`src/ss_params.svh`:
```
// Constants for the starter supervision block
`ifndef SS_PARAMS_SVH
`define SS_PARAMS_SVH
// Register byte offsets
`define SS_A_CTRL    8'h00
`define SS_A_AOUT    8'h04
`define SS_A_TIME    8'h08
`define SS_A_MOD     8'h0C
`define SS_A_GRP     8'h10
`define SS_A_ALM     8'h14
`define SS_A_TRP     8'h18
`define SS_A_STAT    8'h1C
`define SS_A_AVAL    8'h20
`define SS_A_CMD     8'h24
// Reset values
`define SS_R_CTRL    32'h0000_0002
`define SS_R_AOUT    32'h0000_6400
`define SS_R_TIME    32'h0000_141E
`define SS_R_MOD     32'h0000_0000
`define SS_R_GRP     32'h0000_0000
`define SS_R_LVL     32'h00C8_C8C8
// Percent limits
`define SS_FULL_PCT  7'd100
`define SS_DIV_PCT   15'd100
// Fault codes
`define SS_FC_NOLINE 8'h01
`define SS_FC_BYPASS 8'd48
`define SS_FC_TEMP   8'h02
// Timing: clock period, tick, trip delay, poll interval; bus error response
`define SS_CLK_NS    100
`define SS_TICK_MS   100
`define SS_TRIP_MS   1000
`define SS_POLL_TK   5
`define SS_RSP_ERR   2'b10
`endif

```
`src/ss_pkg.sv`:
```
// Types shared by the starter supervision block
`default_nettype none
package ss_pkg;
    // Temperature module poll sequencer
    typedef enum logic [1:0] {
        SS_IDLE,
        SS_REQ,
        SS_WAIT
    } ss_poll_t;
    // Channel group assignment
    typedef enum logic [1:0] {
        SS_G_OFF,
        SS_G_STATOR,
        SS_G_BEARING,
        SS_G_OTHER
    } ss_grp_t;
endpackage : ss_pkg
`default_nettype wire

```
`src/ss_supervisor.sv`:
```
// Starter supervision logic with AXI4-Lite register access
// Overview of operation
// - Analog output adds offset to scaled request
// - Analog output clamped at one hundred percent
// - Delay off: no line alarms, start faults
// - Delay set: no alarm, fault after delay
// - Feedback mismatch for set time: fault 48
// - Bypass mismatch raises no alarm stage
// - Feedback from dedicated or programmable input
// - Stop disabled ignored unless keypad controls
// - Stop enabled stops from any source
// - Auto start off: rising edge only
// - Power option starts on held input
// - Fault option starts on fault reset
// - Lockout clear acts as fault reset
// - Module address off or 16 to 23
// - Channels grouped off, stator, bearing, other
// - Channels 1-8 module one, 9-16 two
// - Group alarm when channel reaches level
// - Group trip after one second persistence
// - Voting needs two channels over trip
// - Single channel group disables voting
`timescale 1ns/100ps
`default_nettype none
`include "ss_params.svh"
module ss_supervisor #(
    parameter int P_TICK_CYC = `SS_TICK_MS * 1000_000 / `SS_CLK_NS,
    parameter int P_POLL_TK  = `SS_POLL_TK
) (
    input  wire logic        i_clk_sys,
    input  wire logic        i_reset,
    input  wire logic [7:0]  s_axi_awaddr,
    input  wire logic        s_axi_awvalid,
    output logic             s_axi_awready,
    input  wire logic [31:0] s_axi_wdata,
    input  wire logic [3:0]  s_axi_wstrb,
    input  wire logic        s_axi_wvalid,
    output logic             s_axi_wready,
    output logic [1:0]       s_axi_bresp,
    output logic             s_axi_bvalid,
    input  wire logic        s_axi_bready,
    input  wire logic [7:0]  s_axi_araddr,
    input  wire logic        s_axi_arvalid,
    output logic             s_axi_arready,
    output logic [31:0]      s_axi_rdata,
    output logic [1:0]       s_axi_rresp,
    output logic             s_axi_rvalid,
    input  wire logic        s_axi_rready,
    input  wire logic        i_line_present,
    input  wire logic        i_start_in,
    input  wire logic        i_keypad_stop,
    input  wire logic        i_bypass_fb,
    input  wire logic [7:0]  i_prog_inputs,
    input  wire logic        i_keypad_is_source,
    input  wire logic        i_up_to_speed_relay,
    input  wire logic [7:0]  i_aout_req,
    input  wire logic        i_rd_valid,
    input  wire logic [2:0]  i_rd_chan,
    input  wire logic [7:0]  i_rd_temp,
    input  wire logic        i_rd_done,
    output logic             o_poll_req,
    output logic [4:0]       o_poll_addr,
    output logic             o_run,
    output logic             o_ready,
    output logic             o_fault,
    output logic [7:0]       o_fault_code,
    output logic             o_noline_alarm,
    output logic [2:0]       o_temp_alarm,
    output logic [6:0]       o_aout
);
    localparam int TRIP_TK = `SS_TRIP_MS / `SS_TICK_MS;
    if (P_TICK_CYC < 1 || P_POLL_TK < 1 || P_POLL_TK > 255
        || TRIP_TK > 15) begin : g_chk
        $error("ss_supervisor: bad timing parameters");
    end

    // Software settings
    logic [31:0] r_ctrl, r_aout, r_time, r_mod, r_grp, r_alm, r_trp;
    logic        dly_off;            // Line contactor delay set Off
    logic        ks_en;              // Keypad stop enabled
    logic [1:0]  auto_mode;          // Bit0 power, bit1 fault
    logic        vote_en;            // Trip voting enable
    logic        fb_prog;            // Feedback from programmable input
    logic [2:0]  fb_idx;             // Which programmable input
    assign dly_off   = r_ctrl[0];
    assign ks_en     = r_ctrl[1];
    assign auto_mode = r_ctrl[3:2];
    assign vote_en   = r_ctrl[4];
    assign fb_prog   = r_ctrl[5];
    assign fb_idx    = r_ctrl[8:6];

    // Bus handshake state
    logic        aw_got, w_got;
    logic [7:0]  aw_addr;
    logic [31:0] w_data;
    logic [3:0]  w_strb;
    logic        do_wr;
    logic        wr_hit;
    assign s_axi_awready = !aw_got && !s_axi_bvalid;
    assign s_axi_wready  = !w_got && !s_axi_bvalid;
    assign s_axi_arready = !s_axi_rvalid;
    assign do_wr = aw_got && w_got && !s_axi_bvalid;

    // Byte lane merge for partial writes
    function automatic logic [31:0] merge(input logic [31:0] o,
                                          input logic [31:0] n,
                                          input logic [3:0]  s);
        logic [31:0] r;
        r = o;
        for (int b = 0; b < 4; b++) begin
            if (s[b]) r[b*8 +: 8] = n[b*8 +: 8];
        end
        return r;
    endfunction : merge

    // Capture write address and data in either order
    always_ff @(posedge i_clk_sys) begin
        if (i_reset) begin
            aw_got  <= 1'b0;
            w_got   <= 1'b0;
            aw_addr <= 8'h00;
            w_data  <= 32'h0000_0000;
            w_strb  <= 4'h0;
        end else begin
            if (s_axi_awvalid && s_axi_awready) begin
                aw_got  <= 1'b1;
                aw_addr <= s_axi_awaddr;
            end else if (do_wr) begin
                aw_got <= 1'b0;
            end
            if (s_axi_wvalid && s_axi_wready) begin
                w_got  <= 1'b1;
                w_data <= s_axi_wdata;
                w_strb <= s_axi_wstrb;
            end else if (do_wr) begin
                w_got <= 1'b0;
            end
        end
    end

    // Address decode of writable offsets
    always_comb begin
        case (aw_addr)
            `SS_A_CTRL, `SS_A_AOUT, `SS_A_TIME, `SS_A_MOD,
            `SS_A_GRP, `SS_A_ALM, `SS_A_TRP, `SS_A_CMD: wr_hit = 1'b1;
            default: wr_hit = 1'b0;
        endcase
    end

    // Write response; unmapped gets slave error
    always_ff @(posedge i_clk_sys) begin
        if (i_reset) begin
            s_axi_bvalid <= 1'b0;
            s_axi_bresp  <= 2'b00;
        end else if (do_wr) begin
            s_axi_bvalid <= 1'b1;
            s_axi_bresp  <= wr_hit ? 2'b00 : `SS_RSP_ERR;
        end else if (s_axi_bready) begin
            s_axi_bvalid <= 1'b0;
        end
    end

    // Setting registers
    logic fault_rst;                 // Fault reset or lockout clear
    always_ff @(posedge i_clk_sys) begin
        if (i_reset) begin
            r_ctrl <= `SS_R_CTRL;
            r_aout <= `SS_R_AOUT;
            r_time <= `SS_R_TIME;
            r_mod  <= `SS_R_MOD;
            r_grp  <= `SS_R_GRP;
            r_alm  <= `SS_R_LVL;
            r_trp  <= `SS_R_LVL;
        end else if (do_wr) begin
            case (aw_addr)
                `SS_A_CTRL: r_ctrl <= merge(r_ctrl, w_data, w_strb);
                `SS_A_AOUT: r_aout <= merge(r_aout, w_data, w_strb);
                `SS_A_TIME: r_time <= merge(r_time, w_data, w_strb);
                `SS_A_MOD:  r_mod  <= merge(r_mod, w_data, w_strb);
                `SS_A_GRP:  r_grp  <= merge(r_grp, w_data, w_strb);
                `SS_A_ALM:  r_alm  <= merge(r_alm, w_data, w_strb);
                `SS_A_TRP:  r_trp  <= merge(r_trp, w_data, w_strb);
                default: ;
            endcase
        end
    end
    // Either command bit resets faults the same way
    assign fault_rst = do_wr && aw_addr == `SS_A_CMD && w_strb[0]
                       && (w_data[0] || w_data[1]);

    // Pin synchronisers; stage one read only by stage two
    logic [11:0] sy1, sy2;
    always_ff @(posedge i_clk_sys) begin
        if (i_reset) begin
            sy1 <= 12'h000;
            sy2 <= 12'h000;
        end else begin
            sy1 <= {i_prog_inputs, i_bypass_fb, i_keypad_stop,
                    i_start_in, i_line_present};
            sy2 <= sy1;
        end
    end
    logic line_ok, start_s, kstop_s, fb_s;
    logic [7:0] prog_s;
    assign line_ok = sy2[0];
    assign start_s = sy2[1];
    assign kstop_s = sy2[2];
    assign fb_s    = sy2[3];
    assign prog_s  = sy2[11:4];

    // Tenth-second tick
    logic [$clog2(P_TICK_CYC+1)-1:0] tick_cnt;
    logic tick;
    assign tick = tick_cnt == '0;
    always_ff @(posedge i_clk_sys) begin
        if (i_reset || tick)
            tick_cnt <= ($clog2(P_TICK_CYC+1))'(P_TICK_CYC - 1);
        else
            tick_cnt <= tick_cnt - 1'b1;
    end

    // Analog output: offset plus scaled request, clamped
    logic [14:0] scaled;
    logic [8:0]  aout_sum;
    assign scaled   = 15'(i_aout_req * r_aout[14:8]) / `SS_DIV_PCT;
    assign aout_sum = 9'(scaled) + 9'(r_aout[6:0]);
    always_ff @(posedge i_clk_sys) begin
        if (i_reset)
            o_aout <= 7'h00;
        else if (aout_sum > 9'(`SS_FULL_PCT))
            o_aout <= `SS_FULL_PCT;
        else
            o_aout <= aout_sum[6:0];
    end

    // Start decision and keypad stop
    logic start_d, stop_eff, start_edge, auto_pwr, auto_flt;
    logic pwr_pend, temp_flt, byp_flt, nol_flt;
    logic [1:0] pwr_cnt;
    logic       ctrl_seen;           // Control word written since reset
    // Key honoured when enabled or keypad is control source
    assign stop_eff = kstop_s && (ks_en || i_keypad_is_source);
    // No edge while the synchronisers still fill after reset
    assign start_edge = start_s && !start_d
                        && pwr_cnt == 2'd3;
    // Settings come after power-up, so the look waits for them
    assign auto_pwr = pwr_pend && pwr_cnt == 2'd3 && ctrl_seen
                      && auto_mode[0] && start_s;
    assign auto_flt = fault_rst && auto_mode[1] && start_s;
    // Wait for synchronisers to fill before the power-up look
    always_ff @(posedge i_clk_sys) begin
        if (i_reset) begin
            start_d   <= 1'b0;
            pwr_pend  <= 1'b1;
            pwr_cnt   <= 2'd0;
            ctrl_seen <= 1'b0;
        end else begin
            start_d <= start_s;
            if (do_wr && aw_addr == `SS_A_CTRL) ctrl_seen <= 1'b1;
            if (pwr_cnt != 2'd3) pwr_cnt <= pwr_cnt + 2'd1;
            else if (ctrl_seen) pwr_pend <= 1'b0;
        end
    end

    // Run state; a fault or an honoured stop ends it
    logic start_go;
    assign start_go = (start_edge || auto_pwr || auto_flt) && !stop_eff;
    always_ff @(posedge i_clk_sys) begin
        if (i_reset)
            o_run <= 1'b0;
        // A fault being reset must not block its own auto start
        else if ((o_fault && !fault_rst) || stop_eff || temp_flt
                 || byp_flt || nol_flt)
            o_run <= 1'b0;
        else if (start_go && (line_ok || !dly_off))
            o_run <= 1'b1;
    end

    // Line presence: alarm only when no contactor expected
    logic [6:0] nol_cnt;
    assign o_noline_alarm = dly_off && !line_ok && !o_run;
    assign o_ready = !o_fault && (line_ok || !dly_off);
    always_ff @(posedge i_clk_sys) begin
        if (i_reset || line_ok || !o_run)
            nol_cnt <= 7'd0;
        else if (tick && nol_cnt != 7'h7F)
            nol_cnt <= nol_cnt + 7'd1;
    end
    // Zero delay faults at once; Off faults on start
    assign nol_flt = !o_fault && (
        (dly_off && start_go && !line_ok) ||
        (!dly_off && o_run && !line_ok
         && nol_cnt >= r_time[6:0]));

    // Bypass feedback mismatch timer, no alarm stage
    logic fb_sel, mism;
    logic [5:0] byp_cnt;
    assign fb_sel = fb_prog ? prog_s[fb_idx] : fb_s;
    assign mism = fb_sel != i_up_to_speed_relay;
    always_ff @(posedge i_clk_sys) begin
        if (i_reset || !mism)
            byp_cnt <= 6'd0;
        else if (tick && byp_cnt != 6'h3F)
            byp_cnt <= byp_cnt + 6'd1;
    end
    assign byp_flt = !o_fault && mism
                     && byp_cnt >= r_time[13:8];

    // Temperature module polling
    ss_pkg::ss_poll_t pst;
    logic       pmod;                // Module being polled
    logic [7:0] temps [16];          // Latest channel readings
    logic       fresh;               // Both modules polled or skipped once since reset
    logic [7:0] poll_tk;
    logic [4:0] maddr;
    logic       mod_on;
    assign maddr  = pmod ? r_mod[12:8] : r_mod[4:0];
    // Only 16..23 count as a live address
    assign mod_on = maddr[4] && !maddr[3];
    assign o_poll_addr = maddr;
    assign o_poll_req  = pst == ss_pkg::SS_REQ && mod_on;
    always_ff @(posedge i_clk_sys) begin
        if (i_reset) begin
            pst     <= ss_pkg::SS_IDLE;
            pmod    <= 1'b0;
            fresh   <= 1'b0;
            poll_tk <= 8'd0;
        end else begin
            if (tick && poll_tk != 8'hFF) poll_tk <= poll_tk + 8'd1;
            case (pst)
                ss_pkg::SS_IDLE: begin
                    if (poll_tk >= 8'(P_POLL_TK)) begin
                        poll_tk <= 8'd0;
                        pmod    <= 1'b0;
                        pst     <= ss_pkg::SS_REQ;
                    end
                end
                ss_pkg::SS_REQ: begin
                    // Off module skipped without a request
                    if (!mod_on && pmod) begin
                        fresh <= 1'b1;
                        pst   <= ss_pkg::SS_IDLE;
                    end else if (!mod_on) begin
                        pmod <= 1'b1;
                    end else begin
                        pst <= ss_pkg::SS_WAIT;
                    end
                end
                ss_pkg::SS_WAIT: begin
                    if (i_rd_done && pmod) begin
                        fresh <= 1'b1;
                        pst   <= ss_pkg::SS_IDLE;
                    end else if (i_rd_done) begin
                        pmod <= 1'b1;
                        pst  <= ss_pkg::SS_REQ;
                    end
                end
                default: pst <= ss_pkg::SS_IDLE;
            endcase
        end
    end
    // Readings land at module base plus channel
    always_ff @(posedge i_clk_sys) begin
        if (i_reset) begin
            for (int c = 0; c < 16; c++) temps[c] <= 8'h00;
        end else if (pst == ss_pkg::SS_WAIT && i_rd_valid) begin
            temps[{pmod, i_rd_chan}] <= i_rd_temp;
        end
    end

    // Group evaluation; other channels vote as a group too
    logic [2:0] g_alm, g_trip;
    logic [4:0] g_cnt [3];
    logic [4:0] g_over [3];
    ss_pkg::ss_grp_t gi;
    logic       o_over;
    always_comb begin
        g_alm  = 3'b000;
        g_trip = 3'b000;
        o_over = 1'b0;
        gi     = ss_pkg::SS_G_OFF;
        for (int g = 0; g < 3; g++) begin
            g_cnt[g]  = 5'd0;
            g_over[g] = 5'd0;
        end
        for (int c = 0; c < 16; c++) begin
            gi = ss_pkg::ss_grp_t'(r_grp[2*c +: 2]);
            if (gi != ss_pkg::SS_G_OFF && fresh) begin
                g_cnt[gi-1] = g_cnt[gi-1] + 5'd1;
                if (temps[c] >= r_alm[8*(gi-1) +: 8])
                    g_alm[gi-1] = 1'b1;
                if (temps[c] > r_trp[8*(gi-1) +: 8]) begin
                    g_over[gi-1] = g_over[gi-1] + 5'd1;
                    if (gi == ss_pkg::SS_G_OTHER) o_over = 1'b1;
                end
            end
        end
        for (int g = 0; g < 2; g++) begin
            // Voting only when the group has two or more members
            if (vote_en && g_cnt[g] > 5'd1)
                g_trip[g] = g_over[g] >= 5'd2;
            else
                g_trip[g] = g_over[g] != 5'd0;
        end
        g_trip[2] = vote_en && g_cnt[2] > 5'd1 ?
                    g_over[2] >= 5'd2 : o_over;
    end
    assign o_temp_alarm = g_alm;

    // One-second persistence per group
    logic [3:0] tp_cnt [3];
    logic [2:0] tp_done;
    for (genvar g = 0; g < 3; g++) begin : g_persist
        always_ff @(posedge i_clk_sys) begin
            if (i_reset || !g_trip[g])
                tp_cnt[g] <= 4'd0;
            else if (tick && tp_cnt[g] != 4'(TRIP_TK))
                tp_cnt[g] <= tp_cnt[g] + 4'd1;
        end
        assign tp_done[g] = g_trip[g] && tp_cnt[g] == 4'(TRIP_TK);
    end
    assign temp_flt = !o_fault && |tp_done;

    // Fault latch; first cause kept until reset
    always_ff @(posedge i_clk_sys) begin
        if (i_reset) begin
            o_fault      <= 1'b0;
            o_fault_code <= 8'h00;
        end else if (nol_flt) begin
            o_fault      <= 1'b1;
            o_fault_code <= `SS_FC_NOLINE;
        end else if (byp_flt) begin
            o_fault      <= 1'b1;
            o_fault_code <= `SS_FC_BYPASS;
        end else if (temp_flt) begin
            o_fault      <= 1'b1;
            o_fault_code <= `SS_FC_TEMP;
        end else if (fault_rst) begin
            o_fault      <= 1'b0;
            o_fault_code <= 8'h00;
        end
    end

    // Read channel; status shows live block state
    always_ff @(posedge i_clk_sys) begin
        if (i_reset) begin
            s_axi_rvalid <= 1'b0;
            s_axi_rdata  <= 32'h0000_0000;
            s_axi_rresp  <= 2'b00;
        end else if (s_axi_arvalid && s_axi_arready) begin
            s_axi_rvalid <= 1'b1;
            s_axi_rresp  <= 2'b00;
            case (s_axi_araddr)
                `SS_A_CTRL: s_axi_rdata <= r_ctrl;
                `SS_A_AOUT: s_axi_rdata <= r_aout;
                `SS_A_TIME: s_axi_rdata <= r_time;
                `SS_A_MOD:  s_axi_rdata <= r_mod;
                `SS_A_GRP:  s_axi_rdata <= r_grp;
                `SS_A_ALM:  s_axi_rdata <= r_alm;
                `SS_A_TRP:  s_axi_rdata <= r_trp;
                `SS_A_STAT: s_axi_rdata <= {16'h0000, o_fault_code,
                    fresh, o_temp_alarm, o_noline_alarm, o_fault,
                    o_ready, o_run};
                `SS_A_AVAL: s_axi_rdata <= {25'h000_0000, o_aout};
                `SS_A_CMD:  s_axi_rdata <= 32'h0000_0000;
                default: begin
                    s_axi_rdata <= 32'h0000_0000;
                    s_axi_rresp <= `SS_RSP_ERR;
                end
            endcase
        end else if (s_axi_rready) begin
            s_axi_rvalid <= 1'b0;
        end
    end
endmodule : ss_supervisor
`default_nettype wire

```
`config.mk`:
```
export PLATFORM = sky130hd
export DESIGN_NAME = ss_supervisor
export DESIGN_NICKNAME = d
export VERILOG_FILES = /design/src/ss_pkg.sv /design/src/ss_supervisor.sv
export VERILOG_INCLUDE_DIRS = /design/src
export SDC_FILE = /design/constraint.sdc
export NUM_CORES = 2
export LEC_CHECK = 0
export ABC_AREA = 1
export BUFFER_PORTS_ARGS = -buffer_cell sky130_fd_sc_hd__buf_2
export CAP_MARGIN = 25
export CORE_UTILIZATION = 51
export DETAILED_ROUTE_END_ITERATION = 8
export PLACE_DENSITY = 0.7
export SETUP_SLACK_MARGIN = 0.15
export SLEW_MARGIN = 20
export SYNTH_ARGS = -nofsm -noshare
export SYNTH_HDL_FRONTEND = slang
export SYNTH_SLANG_ARGS = --single-unit
```
`constraint.sdc`:
```
create_clock -name i_clk_sys -period 14.6 [get_ports i_clk_sys]
set_clock_uncertainty 0.1 [all_clocks]
set_input_delay 2.92 -clock i_clk_sys [delete_from_list [all_inputs] [get_ports i_clk_sys]]
set_output_delay 2.92 -clock i_clk_sys [all_outputs]
set_load 0.05 [all_outputs]
```
==> summary.txt <==
Status
  • Status: finished clean

STA
  • Max Clk Rate: 0.0710 GHz
  • Actual slew at the worst max-slew pin: 1200 ps
  • Slew Viols, Final: 0
  • Final Critical Period: 14090 ps
  • Post-route clock period utilization: 0.965
  • Setup TNS: 0 ps
  • Slew Limit Headroom: 0.197
  • Unrepaired setup endpoints after global routing: true
  • Final Hold Viols: 0
  • Final setup vio count: 0

Global route
  • Vias in the first global route: 55900
  • Total GRT Usage: 0.424
  • Initial antenna violation count: 11
  • Grt ovf: 0
  • First-pass GRT wire length: 335 mm
  • Largest net degree at the start of global routing: 115

Layout
  • Area Growth Syn to Fin: 17.1%
  • Number of flip-flops under the largest register name: 128
  • Fin nets: 9129
  • Biggest register: temps
  • Fin util: 0.605
  • FILL cells: 9635
  • Fraction of layout instances using a drive strength above 1: 0.166

Place
  • Number of port buffers: 156
  • HPWL after DPL: 163 mm
  • Gpl congestion: 1.01

Floorplanning
  • Die area: 103000 sq um
  • FP Rows: 116
  • Die Width: 321 microns
  • Initial core utilization: 0.517
  • Area of the core: 101000 sq um
  • Die H: 321 microns
  • Number of I/O pins: 163

Synth
  • Cell count after synthesis: 8158
  • Area contributors post-synth: dfxtp_1 15%, nand2_1 13%, ha_1 11%
  • Netlist cell types: 80
  • Xor and xnor area share after synthesis: 0.00908
  • Yosys top cell by area: dfxtp_1
  • Synth top cells by count: 1756 x nand2_1, 987 x o21ai_0, 936 x a21oi_1
  • Main synth FF type: dfxtp_1
  • Sequential area share after synthesis: 0.232
  • Synth Area in Simple Gates: 0.296
  • Top-area cell type share of the netlist area: 0.151
  • Adder-cell share of the synthesized area: 0.123
  • Synth Cell Area: 52000 sq um
  • Asr flop ratio synth: 0
  • #FFs+latches synth: 532
  • Largest family of logic cells by synthesized area: simple AND/OR/NAND/NOR gates
  • Most frequent cell after synthesis: nand2_1
  • Syn avg cell area: 6.37 sq um
  • Synth warn: 0
  • Mux share of post-synthesis cell area: 0.00154
  • Compound-Gate Fraction of Synth Area: 0.247
  • EDFF count, synth: 140

Worst setup path
  • WP data arrival: 14600 ps
  • Path depth of the worst reg2reg path: 96
  • Data required time of the worst path: 15120 ps
  • Slowest-stage cell, CP: dfxtp_4
  • Worst Setup End Kind: flip-flop
  • Most used cell, CP: ha_4
  • Critical path class: flip-flop to flip-flop
  • Largest stage delay, worst path: 380 ps
  • Crit Path Max Fanout: 5
  • Crit start category: flip-flop

Min path
  • Hold Path Depth: 2
  • Hold Crit Class: flip-flop to flip-flop

CTS
  • CTS tree: done
  • Worst skew pair latency: 690 ps
  • Reg clk slew, reported paths: 70 ps
  • Max clock buf depth: 3
  • CTS Hold Bufs: 0
  • # clock sinks: 532
  • Num CTS Buffers: 55
  • Root Driver: clkbuf_16
  • H-tree Lvls: 2

Drt
  • WL final: 228 mm
  • DRC violations left: 0
  • DR vias/cell: 6.16
  • Pre-Repair DR Iteration Count: 9
  • Vias: 61300
  • Routed wire per std cell: 22.9 microns
  • Routed Antenna Nets: 0
  • DRT iter0 DRCs: 7737

Power and ir drop
  • Total power: 6650 uW
  • Leakage Power: 0.0266 uW
  • Power Density: 109 nW/um^2
  • Worst vdd ir: 1.09 mV

Job
  • Maxcap violations: 0
==> layout by cell type (no fill, tap or decap), types with 30 or more instances in the layout <==
master and count:
nand2_2 106, o21ai_2 70, buf_2 155, inv_1 654, o211ai_1 76, ha_4 38
xor2_1 30, nand3_1 904, buf_4 585, clkinv_1 59, clkbuf_16 57, nand4_1 40
nor2_1 496, nand3_2 89, edfxtp_1 140, a21oi_1 915, inv_2 63, dfxtp_1 370
ha_1 424, nor3_1 30, nor2_2 34, o21a_1 69, o21ai_0 906, o21ai_1 86
nand2_1 1689
==> metal layers <==
| layer | routed length, microns | GRT usage |
|---|---|---|
| met5 | 67 | 0 |
| met1 | 88600 | 0.536 |
| met3 | 25100 | 0.0929 |
| met4 | 17600 | 0.269 |
| met2 | 96800 | 0.653 |
==> kinds of logic (layout without fill, tap and decap cells) <==
logic type               Yosys count  count (layout)
XOR/XNOR                          53              53
other                              1              12
adder cells (fa/ha/maj)          494             494
AND/OR/NAND/NOR                 3500            3500
multiplexers                       8               8
buffers and inverters           1221            1643
AO/OA/AOI/OAI                   2349            2349
flip-flops                       532             532
==> power breakdown <==
part	switching, uW	leakage [uW]	internal, uW
Sequential	48.5	0.00466	1560
Combinational	1920	0.0210	1650
Clock	657	0.000922	804
Total	2630	0.0266	4020
==> per-stage QoR <==
stage               hold slack [ps]  area, sq um  instances  setup slack (ps)
floorplan                       288        52000       8163               162
CTS                             307        59200       9878               158
finish                          302        60900       9948               514
global route                    320        60800       9942              -288
global placement                293        56600       9754             -1200
detailed placement              299        56700       9757             -1570
==> worst paths after layout <==
kind	start	endpoint	slack [ps]
min	sy1[9]	sy2[9]	300
max reg2reg	r_grp[0]	o_fault_code[0]	510
min reg2reg	sy1[9]	sy2[9]	300
max	r_grp[0]	o_fault_code[0]	510
==> layout make-up <==
| cell class | count | area, sq um | share of cell area |
|---|---|---|---|
| Tap cell | 1357 | 1700 | 0.0279 |
| Clock buffer | 75 | 1590 | 0.0261 |
| Multi-Input combinational cell | 6410 | 36800 | 0.604 |
| Sequential cell | 532 | 12100 | 0.199 |
| Antenna cell | 6 | 15.0 | 0.000247 |
| Inverter | 783 | 2970 | 0.0488 |
| Timing Repair Buffer | 759 | 5470 | 0.0899 |
| Clock inverter | 26 | 274 | 0.00450 |
==> worst max-delay path, delay by kind of cell (launching register included) <==
family / cells / cell delay [ps]
buf+inv: 14 / 1250
mux: 1 / 90
simple gates: 34 / 3540
flops: 1 / 380
compound gates: 31 / 4410
fa+ha+maj: 16 / 4270
==> timing repair <==
item / in CTS / in global routing
pin swaps: 33 / 172
cloned: 1 / 1
gates resized for setup: 126 / 327
setup endpoints to repair: 29 / 36
buffers inserted: 19 / 56
Power figures use the tool's default switching activity.
